==> src/core/gpio_params.svh <==
`ifndef GPIO_PARAMS_SVH
`define GPIO_PARAMS_SVH

// Port pages on the bus: bits [31:12] of the byte address
`define GPIO_A_PAGE 20'h400b0
`define GPIO_B_PAGE 20'h400b2

// Register offsets inside a port page
`define GPIO_OFF_DIR 12'h000
`define GPIO_OFF_INEN 12'h004
`define GPIO_OFF_PU 12'h008
`define GPIO_OFF_PD 12'h00c
`define GPIO_OFF_OD 12'h010
`define GPIO_OFF_DRV 12'h014
`define GPIO_OFF_LOCK 12'h018
`define GPIO_OFF_DIN 12'h01c
`define GPIO_OFF_DOUT 12'h020
`define GPIO_OFF_SRR 12'h024
`define GPIO_OFF_RR 12'h028

// Implemented pins per port
`define GPIO_A_PIN_MASK 16'hf2ff
`define GPIO_B_PIN_MASK 16'h719f

// Lock register layout
`define GPIO_LOCK_KEY 16'h5fa0
`define GPIO_KEY_MSB 31
`define GPIO_KEY_LSB 16

// Reset values
`define GPIO_A_INEN_RST 16'h0200
`define GPIO_A_PU_RST 16'h3200
`define GPIO_A_DIN_RST 16'h3200
`define GPIO_B_CFG_RST 16'h0000

`endif

==> src/core/gpio_pkg.sv <==
package gpio_pkg;

    typedef struct packed {
        logic [15:0] dir;
        logic [15:0] inen;
        logic [15:0] pu;
        logic [15:0] pd;
        logic [15:0] od;
        logic [31:0] drv;
        logic [15:0] lock;
        logic locked;
        logic [15:0] din;
        logic [15:0] dout;
        logic [15:0] oe_n;
        logic [15:0] ie_n;
        logic [15:0] pull_up;
        logic [15:0] pull_dn;
    } port_t;

    typedef struct packed {
        port_t [1:0] port;
        logic pready;
        logic pslverr;
        logic [31:0] prdata;
    } state_t;

endpackage

==> src/core/gpio_ports.sv <==
// Decided for this implementation: register access over APB.
`timescale 1ns/10ps
`include "gpio_params.svh"

module gpio_ports
    import gpio_pkg::*;
#(
    parameter logic [15:0] PORT_A_PINS = `GPIO_A_PIN_MASK,
    parameter logic [15:0] PORT_B_PINS = `GPIO_B_PIN_MASK
)
(
    input wire logic pclk,
    input wire logic presetn,
    input wire logic psel,
    input wire logic penable,
    input wire logic pwrite,
    input wire logic [31:0] paddr,
    input wire logic [31:0] pwdata,
    output logic [31:0] prdata,
    output logic pready,
    output logic pslverr,
    input wire logic [1:0] port_soft_reset,
    input wire logic [1:0][15:0] pad_in,
    output logic [1:0][15:0] pad_output_enable_n,
    output logic [1:0][15:0] pad_input_enable_n,
    output logic [1:0][15:0] pad_data_out,
    output logic [1:0][15:0] pad_opendrain,
    output logic [1:0][15:0] pad_pullup,
    output logic [1:0][15:0] pad_pulldown,
    output logic [1:0][31:0] pad_drive,
    output logic [1:0][15:0] altfunc_lock
);

    state_t state;
    state_t next_state;

    function automatic logic [15:0] pin_mask(input logic idx);
        pin_mask = idx ? PORT_B_PINS : PORT_A_PINS;
    endfunction

    function automatic logic [31:0] widen2(input logic [15:0] bits);
        logic [31:0] w;
        w = '0;
        for (int k = 0; k < 16; k++)
        begin
            w[2*k +: 2] = {2{bits[k]}};
        end
        widen2 = w;
    endfunction

    // Pad controls follow the register contents of the same cycle
    function automatic port_t pads(input port_t p);
        port_t q;
        q = p;
        q.oe_n = ~p.dir;
        q.ie_n = ~p.inen;
        q.pull_up = p.pu;
        q.pull_dn = p.pd & ~p.pu;
        pads = q;
    endfunction

    function automatic port_t port_rst(input logic idx);
        port_t p;
        p = '0;
        if (!idx)
        begin
            p.inen = `GPIO_A_INEN_RST;
            p.pu = `GPIO_A_PU_RST;
            p.din = `GPIO_A_DIN_RST;
        end
        else
        begin
            p.inen = `GPIO_B_CFG_RST;
            p.pu = `GPIO_B_CFG_RST;
        end
        port_rst = pads(p);
    endfunction

    function automatic state_t state_rst();
        state_t s;
        s = '0;
        s.port[0] = port_rst(1'b0);
        s.port[1] = port_rst(1'b1);
        state_rst = s;
    endfunction

    localparam state_t RST_STATE = state_rst();

    // Locked bits keep their old value, reserved bits stay zero
    function automatic logic [15:0] merge16(input logic [15:0] old, input logic [15:0] wd,
                                            input logic [15:0] lk, input logic [15:0] msk);
        merge16 = (old & lk) | (wd & ~lk & msk);
    endfunction

    function automatic logic offset_known(input logic [11:0] off);
        offset_known = (off[1:0] == 2'h0) && (off <= `GPIO_OFF_RR);
    endfunction

    function automatic port_t write_reg(input port_t p, input logic [11:0] off,
                                       input logic [31:0] wd, input logic [15:0] msk);
        port_t q;
        q = p;
        case (off)
            `GPIO_OFF_DIR: q.dir = merge16(p.dir, wd[15:0], p.lock, msk);
            `GPIO_OFF_INEN: q.inen = merge16(p.inen, wd[15:0], p.lock, msk);
            `GPIO_OFF_PU: q.pu = merge16(p.pu, wd[15:0], p.lock, msk);
            `GPIO_OFF_PD: q.pd = merge16(p.pd, wd[15:0], p.lock, msk);
            `GPIO_OFF_OD: q.od = merge16(p.od, wd[15:0], p.lock, msk);
            `GPIO_OFF_DRV: q.drv = (p.drv & widen2(p.lock))
                | (wd & ~widen2(p.lock) & widen2(msk));
            `GPIO_OFF_LOCK:
            begin
                if (!p.locked && wd[`GPIO_KEY_MSB:`GPIO_KEY_LSB] == `GPIO_LOCK_KEY)
                begin
                    q.locked = 1'b1;
                    q.lock = wd[15:0] & msk;
                end
            end
            `GPIO_OFF_DOUT: q.dout = wd[15:0] & msk;
            `GPIO_OFF_SRR: q.dout = ((p.dout & ~wd[31:16]) | wd[15:0]) & msk;
            `GPIO_OFF_RR: q.dout = p.dout & ~wd[15:0];
            default: q = p;
        endcase
        write_reg = q;
    endfunction

    function automatic logic [31:0] read_reg(input port_t p, input logic [11:0] off);
        logic [31:0] r;
        r = '0;
        case (off)
            `GPIO_OFF_DIR: r[15:0] = p.dir;
            `GPIO_OFF_INEN: r[15:0] = p.inen;
            `GPIO_OFF_PU: r[15:0] = p.pu;
            `GPIO_OFF_PD: r[15:0] = p.pd;
            `GPIO_OFF_OD: r[15:0] = p.od;
            `GPIO_OFF_DRV: r = p.drv;
            `GPIO_OFF_LOCK: r = {(p.locked ? `GPIO_LOCK_KEY : 16'h0000), p.lock};
            `GPIO_OFF_DIN: r[15:0] = p.din;
            `GPIO_OFF_DOUT: r[15:0] = p.dout;
            default: r = '0;
        endcase
        read_reg = r;
    endfunction

    logic hit;
    logic sel_port;
    logic setup;
    logic wr_go;
    logic [11:0] off;

    always_comb
    begin
        next_state = state;
        off = paddr[11:0];
        hit = 1'b0;
        sel_port = 1'b0;
        if (paddr[31:12] == `GPIO_A_PAGE)
        begin
            hit = offset_known(off);
        end
        else if (paddr[31:12] == `GPIO_B_PAGE)
        begin
            hit = offset_known(off);
            sel_port = 1'b1;
        end
        setup = psel & ~penable;
        wr_go = psel & penable & state.pready & pwrite & hit;
        next_state.pready = setup;
        next_state.pslverr = setup & ~hit;
        next_state.prdata = '0;
        if (setup && hit && !pwrite)
        begin
            next_state.prdata = read_reg(state.port[sel_port], off);
        end
        for (int i = 0; i < 2; i++)
        begin
            if (port_soft_reset[i])
            begin
                next_state.port[i] = port_rst(i[0]);
            end
            else
            begin
                if (wr_go && sel_port == i[0])
                begin
                    next_state.port[i] = write_reg(state.port[i], off, pwdata, pin_mask(i[0]));
                end
                next_state.port[i].din = pad_in[i] & state.port[i].inen & pin_mask(i[0]);
                next_state.port[i] = pads(next_state.port[i]);
            end
        end
    end

    always_ff @(posedge pclk or negedge presetn)
    begin
        if (!presetn)
        begin
            state <= RST_STATE;
        end
        else
        begin
            state <= next_state;
        end
    end

    always_comb
    begin
        prdata = state.prdata;
        pready = state.pready;
        pslverr = state.pslverr;
        for (int i = 0; i < 2; i++)
        begin
            pad_output_enable_n[i] = state.port[i].oe_n;
            pad_input_enable_n[i] = state.port[i].ie_n;
            pad_data_out[i] = state.port[i].dout;
            pad_opendrain[i] = state.port[i].od;
            pad_pullup[i] = state.port[i].pull_up;
            pad_pulldown[i] = state.port[i].pull_dn;
            pad_drive[i] = state.port[i].drv;
            altfunc_lock[i] = state.port[i].lock;
        end
    end

    for (genvar g = 0; g < 2; g++)
    begin : g_check
        a_pulldown_blocked: assert property (@(posedge pclk) disable iff (!presetn)
            (pad_pullup[g] & pad_pulldown[g]) == 16'h0000)
            else $error("pull-down active together with pull-up");

        a_input_gated: assert property (@(posedge pclk) disable iff (!presetn)
            $past(port_soft_reset[g]) == 1'b0 && $past(presetn)
            |-> state.port[g].din == ($past(pad_in[g]) & $past(state.port[g].inen)
                & pin_mask(g[0])))
            else $error("input bit not gated by input enable");

        a_lock_holds: assert property (@(posedge pclk) disable iff (!presetn)
            state.port[g].locked && !port_soft_reset[g] |=> state.port[g].locked)
            else $error("lock dropped without reset");

        a_locked_dir_frozen: assert property (@(posedge pclk) disable iff (!presetn)
            state.port[g].locked && !port_soft_reset[g]
            |=> ((state.port[g].dir ^ $past(state.port[g].dir)) & state.port[g].lock) == 16'h0
                && ((state.port[g].pu ^ $past(state.port[g].pu)) & state.port[g].lock) == 16'h0)
            else $error("locked pin configuration changed");

        a_reserved_zero: assert property (@(posedge pclk) disable iff (!presetn)
            ((state.port[g].dir | state.port[g].dout | state.port[g].inen)
                & ~pin_mask(g[0])) == 16'h0000)
            else $error("reserved pin bit set");

        a_oe_follows_dir: assert property (@(posedge pclk) disable iff (!presetn)
            pad_output_enable_n[g] == ~state.port[g].dir
                && pad_input_enable_n[g] == ~state.port[g].inen)
            else $error("pad enables do not follow direction and input enable");

        a_pulldown_masked: assert property (@(posedge pclk) disable iff (!presetn)
            pad_pulldown[g] == (state.port[g].pd & ~state.port[g].pu)
                && pad_pullup[g] == state.port[g].pu)
            else $error("pad pulls do not follow pull registers");

        a_drive_follows: assert property (@(posedge pclk) disable iff (!presetn)
            pad_drive[g] == state.port[g].drv)
            else $error("pad drive does not follow drive register");

        a_opendrain_follows: assert property (@(posedge pclk) disable iff (!presetn)
            pad_opendrain[g] == state.port[g].od)
            else $error("open-drain select does not reach the pad");

        a_dout_follows: assert property (@(posedge pclk) disable iff (!presetn)
            pad_data_out[g] == state.port[g].dout)
            else $error("pad data does not follow the output latch");

        a_lock_exported: assert property (@(posedge pclk) disable iff (!presetn)
            altfunc_lock[g] == state.port[g].lock)
            else $error("lock bits not passed to the function mux");

        a_soft_reset_clears: assert property (@(posedge pclk) disable iff (!presetn)
            port_soft_reset[g] |=> !state.port[g].locked && state.port[g].lock == 16'h0000)
            else $error("port reset did not release the lock");

        a_unlocked_no_bits: assert property (@(posedge pclk) disable iff (!presetn)
            !state.port[g].locked |-> state.port[g].lock == 16'h0000)
            else $error("lock bits held without a key");

        a_locked_pd_frozen: assert property (@(posedge pclk) disable iff (!presetn)
            state.port[g].locked && !port_soft_reset[g]
            |=> ((state.port[g].pd ^ $past(state.port[g].pd)) & state.port[g].lock) == 16'h0
                && ((state.port[g].od ^ $past(state.port[g].od)) & state.port[g].lock) == 16'h0)
            else $error("locked pull-down or open-drain changed");

        a_locked_inen_frozen: assert property (@(posedge pclk) disable iff (!presetn)
            state.port[g].locked && !port_soft_reset[g]
            |=> ((state.port[g].inen ^ $past(state.port[g].inen)) & state.port[g].lock) == 16'h0)
            else $error("locked input enable changed");

        a_locked_drv_frozen: assert property (@(posedge pclk) disable iff (!presetn)
            state.port[g].locked && !port_soft_reset[g]
            |=> ((state.port[g].drv ^ $past(state.port[g].drv)) & widen2(state.port[g].lock))
                == 32'h0)
            else $error("locked drive field changed");

        a_reserved_cfg_zero: assert property (@(posedge pclk) disable iff (!presetn)
            ((state.port[g].pu | state.port[g].pd | state.port[g].od) & ~pin_mask(g[0]))
                == 16'h0000)
            else $error("reserved configuration bit set");
    end

    // Clear-only writes must leave every written pin low
    a_clear_only: assert property (@(posedge pclk) disable iff (!presetn)
        wr_go && off == `GPIO_OFF_RR && !port_soft_reset[sel_port]
        |=> (pad_data_out[$past(sel_port)] & $past(pwdata[15:0])) == 16'h0000)
        else $error("clear-only write left a pin high");

    a_error_unmapped: assert property (@(posedge pclk) disable iff (!presetn)
        setup && !hit |=> pready && pslverr)
        else $error("unmapped access not flagged");

    a_quiet_idle: assert property (@(posedge pclk) disable iff (!presetn)
        !psel |=> !pready && prdata == 32'h0000_0000)
        else $error("bus answer without a request");

    a_set_wins: assert property (@(posedge pclk) disable iff (!presetn)
        wr_go && off == `GPIO_OFF_SRR && !port_soft_reset[sel_port]
        |=> (pad_data_out[$past(sel_port)] & $past(pwdata[15:0]))
            == ($past(pwdata[15:0]) & pin_mask($past(sel_port))))
        else $error("set request lost to clear");

    a_bad_key_dropped: assert property (@(posedge pclk) disable iff (!presetn)
        wr_go && off == `GPIO_OFF_LOCK && !state.port[sel_port].locked
            && pwdata[31:16] != `GPIO_LOCK_KEY
        |=> !state.port[$past(sel_port)].locked)
        else $error("lock taken with wrong key");

    a_wo_reads_zero: assert property (@(posedge pclk) disable iff (!presetn)
        setup && !pwrite && (off == `GPIO_OFF_SRR || off == `GPIO_OFF_RR)
        |=> pready && prdata == 32'h0000_0000)
        else $error("write-only register read non-zero");

    a_answer_timing: assert property (@(posedge pclk) disable iff (!presetn)
        setup |=> pready ##1 !pready)
        else $error("bus answer not in first access cycle");

endmodule

==> config.mk <==
export PLATFORM = sky130hd
export DESIGN_NAME = gpio_ports
export DESIGN_NICKNAME = d
export VERILOG_FILES = /design/src/core/gpio_pkg.sv /design/src/core/gpio_ports.sv
export VERILOG_INCLUDE_DIRS = /design/src /design/src/core
export SDC_FILE = /design/constraint.sdc
export NUM_CORES = 1
export LEC_CHECK = 0
export BUFFER_PORTS_ARGS = -buffer_cell sky130_fd_sc_hd__buf_2
export CORE_MARGIN = 2
export CORE_UTILIZATION = 61
export CTS_CLUSTER_DIAMETER = 30
export CTS_CLUSTER_SIZE = 10
export DETAILED_ROUTE_END_ITERATION = 7
export PLACE_DENSITY_LB_ADDON = 0.1
export SETUP_SLACK_MARGIN = 0.3
export SYNTH_ARGS = -nofsm -noshare
export SYNTH_HDL_FRONTEND = slang
export SYNTH_SLANG_ARGS = --single-unit
==> constraint.sdc <==
create_clock -name pclk -period 4.2 [get_ports pclk]
set_input_delay 0.84 -clock pclk [delete_from_list [all_inputs] [get_ports pclk]]
set_output_delay 0.84 -clock pclk [all_outputs]
set_load 0.01 [all_outputs]
After elaboration in Yosys (flattened, before gate mapping)
Index checks and enable logic that the tools add are counted.
- input bits: 103
- flip-flop bits (word level): 484
- logic and storage cells: 175
- output and inout bits: 322
- equal/unequal tests: 13
- muxes and demuxes: 36
- magnitude comparators: 2
- reductions and logical operators: 32
- bitwise gates (word level): 61
- operators with widths (kind ; count):
    225-bit two-way mux ; 8
    16-bit AND ; 17
    16-bit NOT ; 11
    16-bit two-way mux ; 10
    32-bit two-way mux ; 5
    16-bit case mux with 9 select lines ; 1
    32-bit AND ; 3
    16-bit bitwise OR ; 6
    16-bit case mux with 3 select lines ; 2
    16-bit by 15-bit bitwise OR with 16-bit output ; 5
    17-bit two-way mux ; 4
    12-bit by 5-bit equality test with 1-bit output (second input constant) ; 4
    15-bit AND ; 3
    20-bit by 19-bit equality test with 1-bit output (second input constant) ; 2
    12-bit by 6-bit equality test with 1-bit output (second input constant) ; 3
    32-bit NOT ; 1
    32-bit by 30-bit bitwise OR with 32-bit output ; 1
    32-bit bitwise OR ; 1
    16-bit case mux with 2 select lines ; 1
    30-bit AND ; 1
    30-bit NOT ; 1
    12-bit by 4-bit equality test with 1-bit output (second input constant) ; 2
    2-bit nonzero test ; 10
    16-bit by 15-bit equality test with 1-bit output (second input constant) ; 1
    16 further kinds ; 41

Longest topological paths before layout
Gate-level depths: netlist of run 1.
- depth after elaboration: 11
- depth in mapped cells: 10
- mapped depth without buffers: 7

Worst setup path before layout of run 1
OpenSTA, ideal clock, no wires.
- kind: input -> register
- start point: in paddr[11]
- end point: reg state, in the netlist pad_pulldown[14]
- setup slack: 1.127 ns
- cell stages on the path: 9
- setup time: 0.119 ns
- arrival: 2.954 ns
- required time: 4.081 ns
- path buffers: 3
- path through: or4_1 buf_2 nor4_4 buf_4 o2111ai_1 clkbuf_1 o31ai_1 a21oi_1 and2_1
- RTL lines (what ; line ; text):
    from (decl) ; gpio_ports.sv:17 ; input wire logic [31:0] paddr,
    to (signal assigned) ; gpio_ports.sv:201 ; state <= next_state;
    to (decl) ; gpio_ports.sv:34 ; state_t state;

==> results.yml, run 1 <==
synth:
  synth.cell_area_um2: 22200
  synth-main-ff-cell: "dfrtp_1"
  synth_mux_area_share_pct: 8.60
  synth_top_area_share_pct: 40.9
  synthXorXnorAreaFrac_pct: 0
  synth_top_cells_by_area: "dfrtp_1, buf_4, dfstp_2, mux2i_1, a21oi_1"
  syn_area_per_cell_um2: 10.0
  synth-compound-area-share_pct: 12.7
  synth_edf_count: 0
  yosysTopAreaCell: "dfrtp_1"
  syn_inst: 2223
  synth_async_sr_flop_share_pct: 100
  synthAdderAreaFrac_pct: 0
  yosys_warnings: 0
  synth_top_family_by_area: "simple AND/OR/NAND/NOR gates"
  ys_seq_elements: 434
  synth.yosys.seq_area_share_pct: 49.2
  yosysUniqueCellTypes: 70
  synth-simple-area-share_pct: 15.4
pwr:
  leakage_nw: 12.6
  power_density_nw_per_um2: 454
  p_seq_share_pct: 35.9
  p_comb_share_pct: 3.3
  pwr-share-clk_pct: 60.8
  p_int_mw: 9.05
  swShare_pct: 22.6
  peakVddDrop_uv: 351
  switchingPower_mw: 2.65
route:
  route.met3.wl_um: 7960
  drt-met1-wl_um: 29600
  post_drt_wl_per_cell_um: 27.7
  drtIter0Drc: 1858
  vias_per_cell: 6.38
  route.detailed.drc: 0
  ant_nets: 0
  highest_layer: "met5"
  first_pass_iters: 6
  wl_um: 79700
  routed-wl-met2_um: 36700
  vias: 18300
critical_path:
  critical_path_class: "input port to flip-flop"
  end_kind: "flip-flop"
  r2r_slack_ns: 1.42
  rr_worst_depth: 6
  critPathTopFamily: "simple AND/OR/NAND/NOR gates"
  critPathMaxFanout: 8
  max_stage_delay_ns: 0.75
  r2r-end: "state[455]"
  critPathSlowestCell: "or4_1"
  crit_chain: "buf_2 > or4_1 > nor4_4 > nor2_2 > nor4b_2 > and4_1 > o41a_1"
  worstPathArrival_ns: 3.79
  critPathLaunchType: "input port"
  worstPathBufferInverterCount: 1
  cp-startpoint: "paddr[10]"
  critPathRequiredTime_ns: 4.72
  timing.rr.start: "pready"
placement:
  place_ws_ns: 0.427
  place_congestion: 0.974
  place_hpwl_um: 55800
  postPlaceCellArea_um2: 22700
  port_buffers: 406
finish:
  drive_gt1_share_pct: 31.9
  postLayoutCoreUtil_pct: 72.2
  layout_common_cells: "buf_2, dfrtp_1, nor2_1"
  fillCellCount: 2641
  final_cell_area_um2: 25800
  final_nets: 2440
  layout_commonest_cell: "buf_2"
  area_growth_pct: 15.9
sta:
  post-route-min-period_ns: 3.27
  hold_viol_final: 0
  setup_viol: 0
  fin_ws_ns: 0.930
  finalSetupTns_ns: 0
  max_freq_ghz: 0.306
  drv_slew: 0
  post-route-period-util_pct: 77.9
  worstMarginPinSlew_ns: 1.01
  grt_setup_unrepaired: "false"
  timing.slew.headroom_pct: 32.6
  fin_worst_skew_ns: 0.0253
die:
  rows: 69
  die_area_um2: 38000
  core_area_um2: 35700
  die_x_um: 195
  start_util_pct: 62.2
  fp.dieH_um: 195
  io_pins: 425
global_route:
  grt_usage_pct: 41.8
  antenna_found_initial: 4
  grt_max_degree: 117
  grt_first_pass_wirelength_um: 118000
  grt_pass1_vias: 18300
  overflow: 0
clock_network:
  cts_setup_buffers: 0
  clock_sinks: 434
  clock_latency_ns: 0.61
  numCtsBuffers: 87
  clk_pin_slew_ns: 0.05
  cts_hold_buffers: 0
  htree_num_levels: 3
  root_buffer: "clkbuf_16"
  cts_max_path_buffers: 3
  cts_tree: "done"
  ctsResizeCount: 0
worst_hold_path:
  min_path_type: "input port to asynchronous set/reset pin"
flow_run:
  max_cap_viol_count: 0
outcome:
  status: "finished clean"
==> stage by stage <==
stage / hold slack [ns] / instances / power (mW)
6_report: 0.328 / 2874 / 11.7
5_1_grt: 0.398 / 2873 / 12.0
4_1_cts: 0.351 / 2872 / 11.7
3_5_place_dp: 0.411 / 2709 / 4.64
3_3_place_gp: 0.401 / 2709 / 4.63
2_1_floorplan: 0.381 / 2231 / 4.41
==> power by group through the flow <==
stage	combinational, mW	clock [mW]	sequential, mW
2_1_floorplan	0.143	0	4.26
3_3_place_gp	0.372	0	4.26
3_5_place_dp	0.376	0	4.26
4_1_cts	0.377	7.14	4.20
5_1_grt	0.408	7.36	4.20
6_report	0.384	7.11	4.20
==> cell families after synthesis <==
| family | count (synthesis) |
|---|---|
| compound gates | 452 |
| buf+inv | 504 |
| flops | 434 |
| mux | 183 |
| other cells | 1 |
| simple gates | 649 |
==> worst register-to-register path: cells and delay by family (launching register included) <==
family / cells / cell delay [ns]
AOI/OAI and AO/OA: 2 / 0.46
buffers and inverters: 1 / 0.28
DFF: 1 / 0.42
and+or+nand+nor: 3 / 1.50
==> sequential cells by signal (all words and copies together), names as in the netlist <==
register,count
pad_drive,64
pad_opendrain,32
altfunc_lock,23
state,153
pad_data_out,32
pad_output_enable_n,32
pad_pulldown,32
prdata,32
pslverr,1
pready,1
pad_input_enable_n,32
==> routing by layer <==
layer | vias to the layer above | track usage, %
met4 | 4 | 26.0
met2 | 1277 | 65.4
met3 | 282 | 9.48
met1 | 9148 | 53.1
li1 | 7633 | -
met5 | - | 0
==> area by class of cell <==
class | instances | area [µm²] | share of cell area [%]
Timing Repair Buffer | 496 | 2840 | 11.0
Inverter | 25 | 93.8 | 0.364
Sequential cell | 434 | 10900 | 42.4
Tap cell | 461 | 577 | 2.24
Multi-Input combinational cell | 1293 | 8260 | 32.0
Clock buffer | 114 | 2460 | 9.55
Antenna cell | 2 | 5.00 | 0.0194
Clock inverter | 49 | 609 | 2.36
==> worst max path at each step <==
stage,to,slack (ns),cells after the start
finish,prdata[13],0.93,7
global route,state[455],0.80,8
CTS,prdata[13],1.03,7
detailed placement,pad_opendrain[16],0.43,8
global placement,prdata[13],0.43,7
floorplan,pad_pulldown[14],1.13,9
==> synth_stat cells (all sizes together), types with 5 or more instances <==
| cell type | n |
|---|---|
| a21boi | 10 |
| a21o | 39 |
| a21oi | 170 |
| a221oi | 18 |
| a222oi | 13 |
| a22o | 8 |
| a22oi | 6 |
| and2 | 74 |
| and3 | 6 |
| and3b | 13 |
| and4 | 5 |
| buf | 356 |
| clkbuf | 123 |
| dfrtp | 364 |
| dfstp | 70 |
| inv | 25 |
| mux2 | 16 |
| mux2i | 162 |
| mux4 | 5 |
| nand2 | 131 |
| nand2b | 30 |
| nand3 | 23 |
| nand3b | 35 |
| nand4 | 11 |
| nand4b | 24 |
| nor2 | 209 |
| nor2b | 12 |
| nor3 | 23 |
| nor3b | 8 |
| nor4 | 17 |
| nor4b | 7 |
| o2111ai | 5 |
| o21a | 9 |
| o21ai | 100 |
| o22ai | 16 |
| o31a | 7 |
| o31ai | 20 |
| or2 | 11 |
(Power assumes the default switching activity.)
==> run 2, diff against run 1 <==
- ABC_AREA: not set -> 1
- CORE_UTILIZATION: 61 -> 58
- clock period: 4.2 -> 3.05 ns (I/O delays scaled with it)
==> results.yml, run 2 <==
clock_network:
  clock_latency_ns: 0.64
  htree_num_levels: 3
  cts_max_path_buffers: 3
  cts_setup_buffers: 0
  root_buffer: "clkbuf_16"
  ctsResizeCount: 0
  cts_hold_buffers: 0
  cts_tree: "done"
  clk_pin_slew_ns: 0.04
  numCtsBuffers: 96
  clock_sinks: 434
synth:
  synth.cell_area_um2: 25600
  syn_inst: 3444
  yosysUniqueCellTypes: 46
  yosys.cell_count.top_type: "nand2_1"
  ys_seq_elements: 434
  synth-main-ff-cell: "dfrtp_1"
  synth_edf_count: 0
  synthTopCellsByCount: "nand2_1, inv_1, dfrtp_1, buf_4, nand3_1"
  synth.yosys.seq_area_share_pct: 42.8
  synth_top_area_share_pct: 35.6
  syn_area_per_cell_um2: 7.43
  synth_async_sr_flop_share_pct: 100
  yosysTopAreaCell: "dfrtp_1"
  synth_top_cells_by_area: "dfrtp_1, nand2_1, buf_4, dfstp_2, inv_1"
  yosys_warnings: 0
die:
  start_util_pct: 59.1
  fp.dieH_um: 214
  die_x_um: 214
  core_area_um2: 43300
  rows: 76
  io_pins: 425
  die_area_um2: 45800
flow_run:
  max_cap_viol_count: 0
pwr:
  peakVddDrop_uv: 631
  finalPower_mw: 17.6
  power_density_nw_per_um2: 588
  leakage_nw: 16.1
sta:
  post-route-period-util_pct: 79.9
  post-route-min-period_ns: 2.44
  hold_viol_final: 8
  max_freq_ghz: 0.410
  fin_worst_skew_ns: 0.0216
  grt_setup_unrepaired: "false"
  timing.slew.headroom_pct: 17.5
  finalHoldWorstSlack_ns: -0.0135
  drv_slew: 0
  setup_viol: 0
  finalSetupTns_ns: 0
  worstMarginPinSlew_ns: 1.23
worst_hold_path:
  min_path_type: "input port to asynchronous set/reset pin"
global_route:
  overflow: 0
  grt_usage_pct: 46.6
  grt_max_degree: 74
  antenna_found_initial: 1
  grt_first_pass_wirelength_um: 158000
  grt_pass1_vias: 24800
route:
  drtIter0Drc: 3837
  first_pass_iters: 6
  vias: 25700
  ant_nets: 0
  vias_per_cell: 6.02
  route.detailed.drc: 0
  wl_um: 109000
  post_drt_wl_per_cell_um: 25.5
critical_path:
  timing.rr.start: "pready"
  end_kind: "flip-flop"
  critPathMaxFanout: 11
  max_stage_delay_ns: 0.93
  critPathSlowestCell: "nor2_1"
  critPathLaunchType: "input port"
  cpMostUsedCell: "nand2_1"
  cp-startpoint: "paddr[7]"
  r2r_slack_ns: 0.69
  worstPathArrival_ns: 3.00
  critPathRequiredTime_ns: 3.61
  critical_path_class: "input port to flip-flop"
  crit_chain: "buf_2 > inv_1 > nand2_1 > nor2_4 > nand2_1 > nand2_1 > nand2_4 > inv_4 > nor2_8 > nand3_4 > nor2_2 > nor2_1 > nand2_1 > nand2_1"
placement:
  port_buffers: 406
  place_congestion: 1.07
  place_hpwl_um: 79300
  place_inst: 4083
finish:
  final_cells: 4265
  layout_commonest_cell: "nand2_1"
  final_nets: 3699
  layout_common_cells: "nand2_1, inv_1, buf_2"
  largest_reg_flops: 153
  top_register: "state"
  drive_gt1_share_pct: 24.3
  area_growth_pct: 17.1
outcome:
  status: "complete, but fails checks"
  violations: "hold timing"
-- run 2: kinds of logic (layout without fill, tap and decap cells) --
| family | after synthesis | count (layout) | synth area share (%) |
|---|---|---|---|
| AO/OA/AOI/OAI | 474 | 474 | 9.55 |
| buffers and inverters | 943 | 1170 | 19.2 |
| flip-flops | 434 | 434 | 42.8 |
| multiplexers | 6 | 6 | 0.235 |
| other | 1 | 10 | 0.0147 |
| AND/OR/NAND/NOR | 1586 | 1586 | 28.2 |
-- run 2: area by class of cell --
| class | count | area (µm²) |
|---|---|---|
| timing repair buffer | 540 | 3310 |
| inverter | 449 | 1690 |
| sequential | 434 | 10900 |
| fill | 3512 | 13300 |
| multi-input combinational | 2075 | 9770 |
| tap | 585 | 732 |
| clock buffer | 126 | 2680 |
| antenna | 1 | 2.50 |
| clock inverter | 55 | 826 |
-- run 2: through the flow --
stage	util, %	hold WS, ns	instance area [µm²]	worst slack [ns]
6_report	69.2	-0.0135	30000	0.614
5_1_grt	69.2	0.0222	30000	0.515
4_1_cts	69.2	0.0400	30000	0.702
3_5_place_dp	61.1	0.439	26500	0.103
3_3_place_gp	61.1	0.442	26500	0.159
2_1_floorplan	-	0.314	25600	0.949
-- run 2: path summary, 6_finish.rpt --
path                                           endpoint  cells after the start
max in group asynchronous       pad_output_enable_n[15]                      2
worst min register to register   pad_input_enable_n[31]                      1
worst max register to register            pad_drive[57]                      7
min in group pclk                                pready                      2
worst min-delay path                      pad_drive[55]                      1
worst max-delay path                      pad_drive[57]                     14
-- run 2: worst max-delay path: cells and delay by family --
family | cells | cell delay [ns]
simple gates | 11 | 2.11
buf+inv | 3 | 0.26
-- run 2: where the power goes --
group | leakage (nW) | total [mW] | switching, mW | internal [mW]
clock network | 1.69 | 11.2 | 3.53 | 7.62
registers | 5.82 | 5.78 | 0.00121 | 5.78
logic | 8.62 | 0.680 | 0.519 | 0.161
-- run 2: metal layers --
layer | up-vias | track usage, % | routed length [µm]
met5 | - | 0 | 0
li1 | 10900 | - | -
met2 | 2082 | 70.4 | 47600
met4 | 0 | 32.5 | 8600
met3 | 449 | 11.9 | 13500
met1 | 12300 | 58.7 | 39000
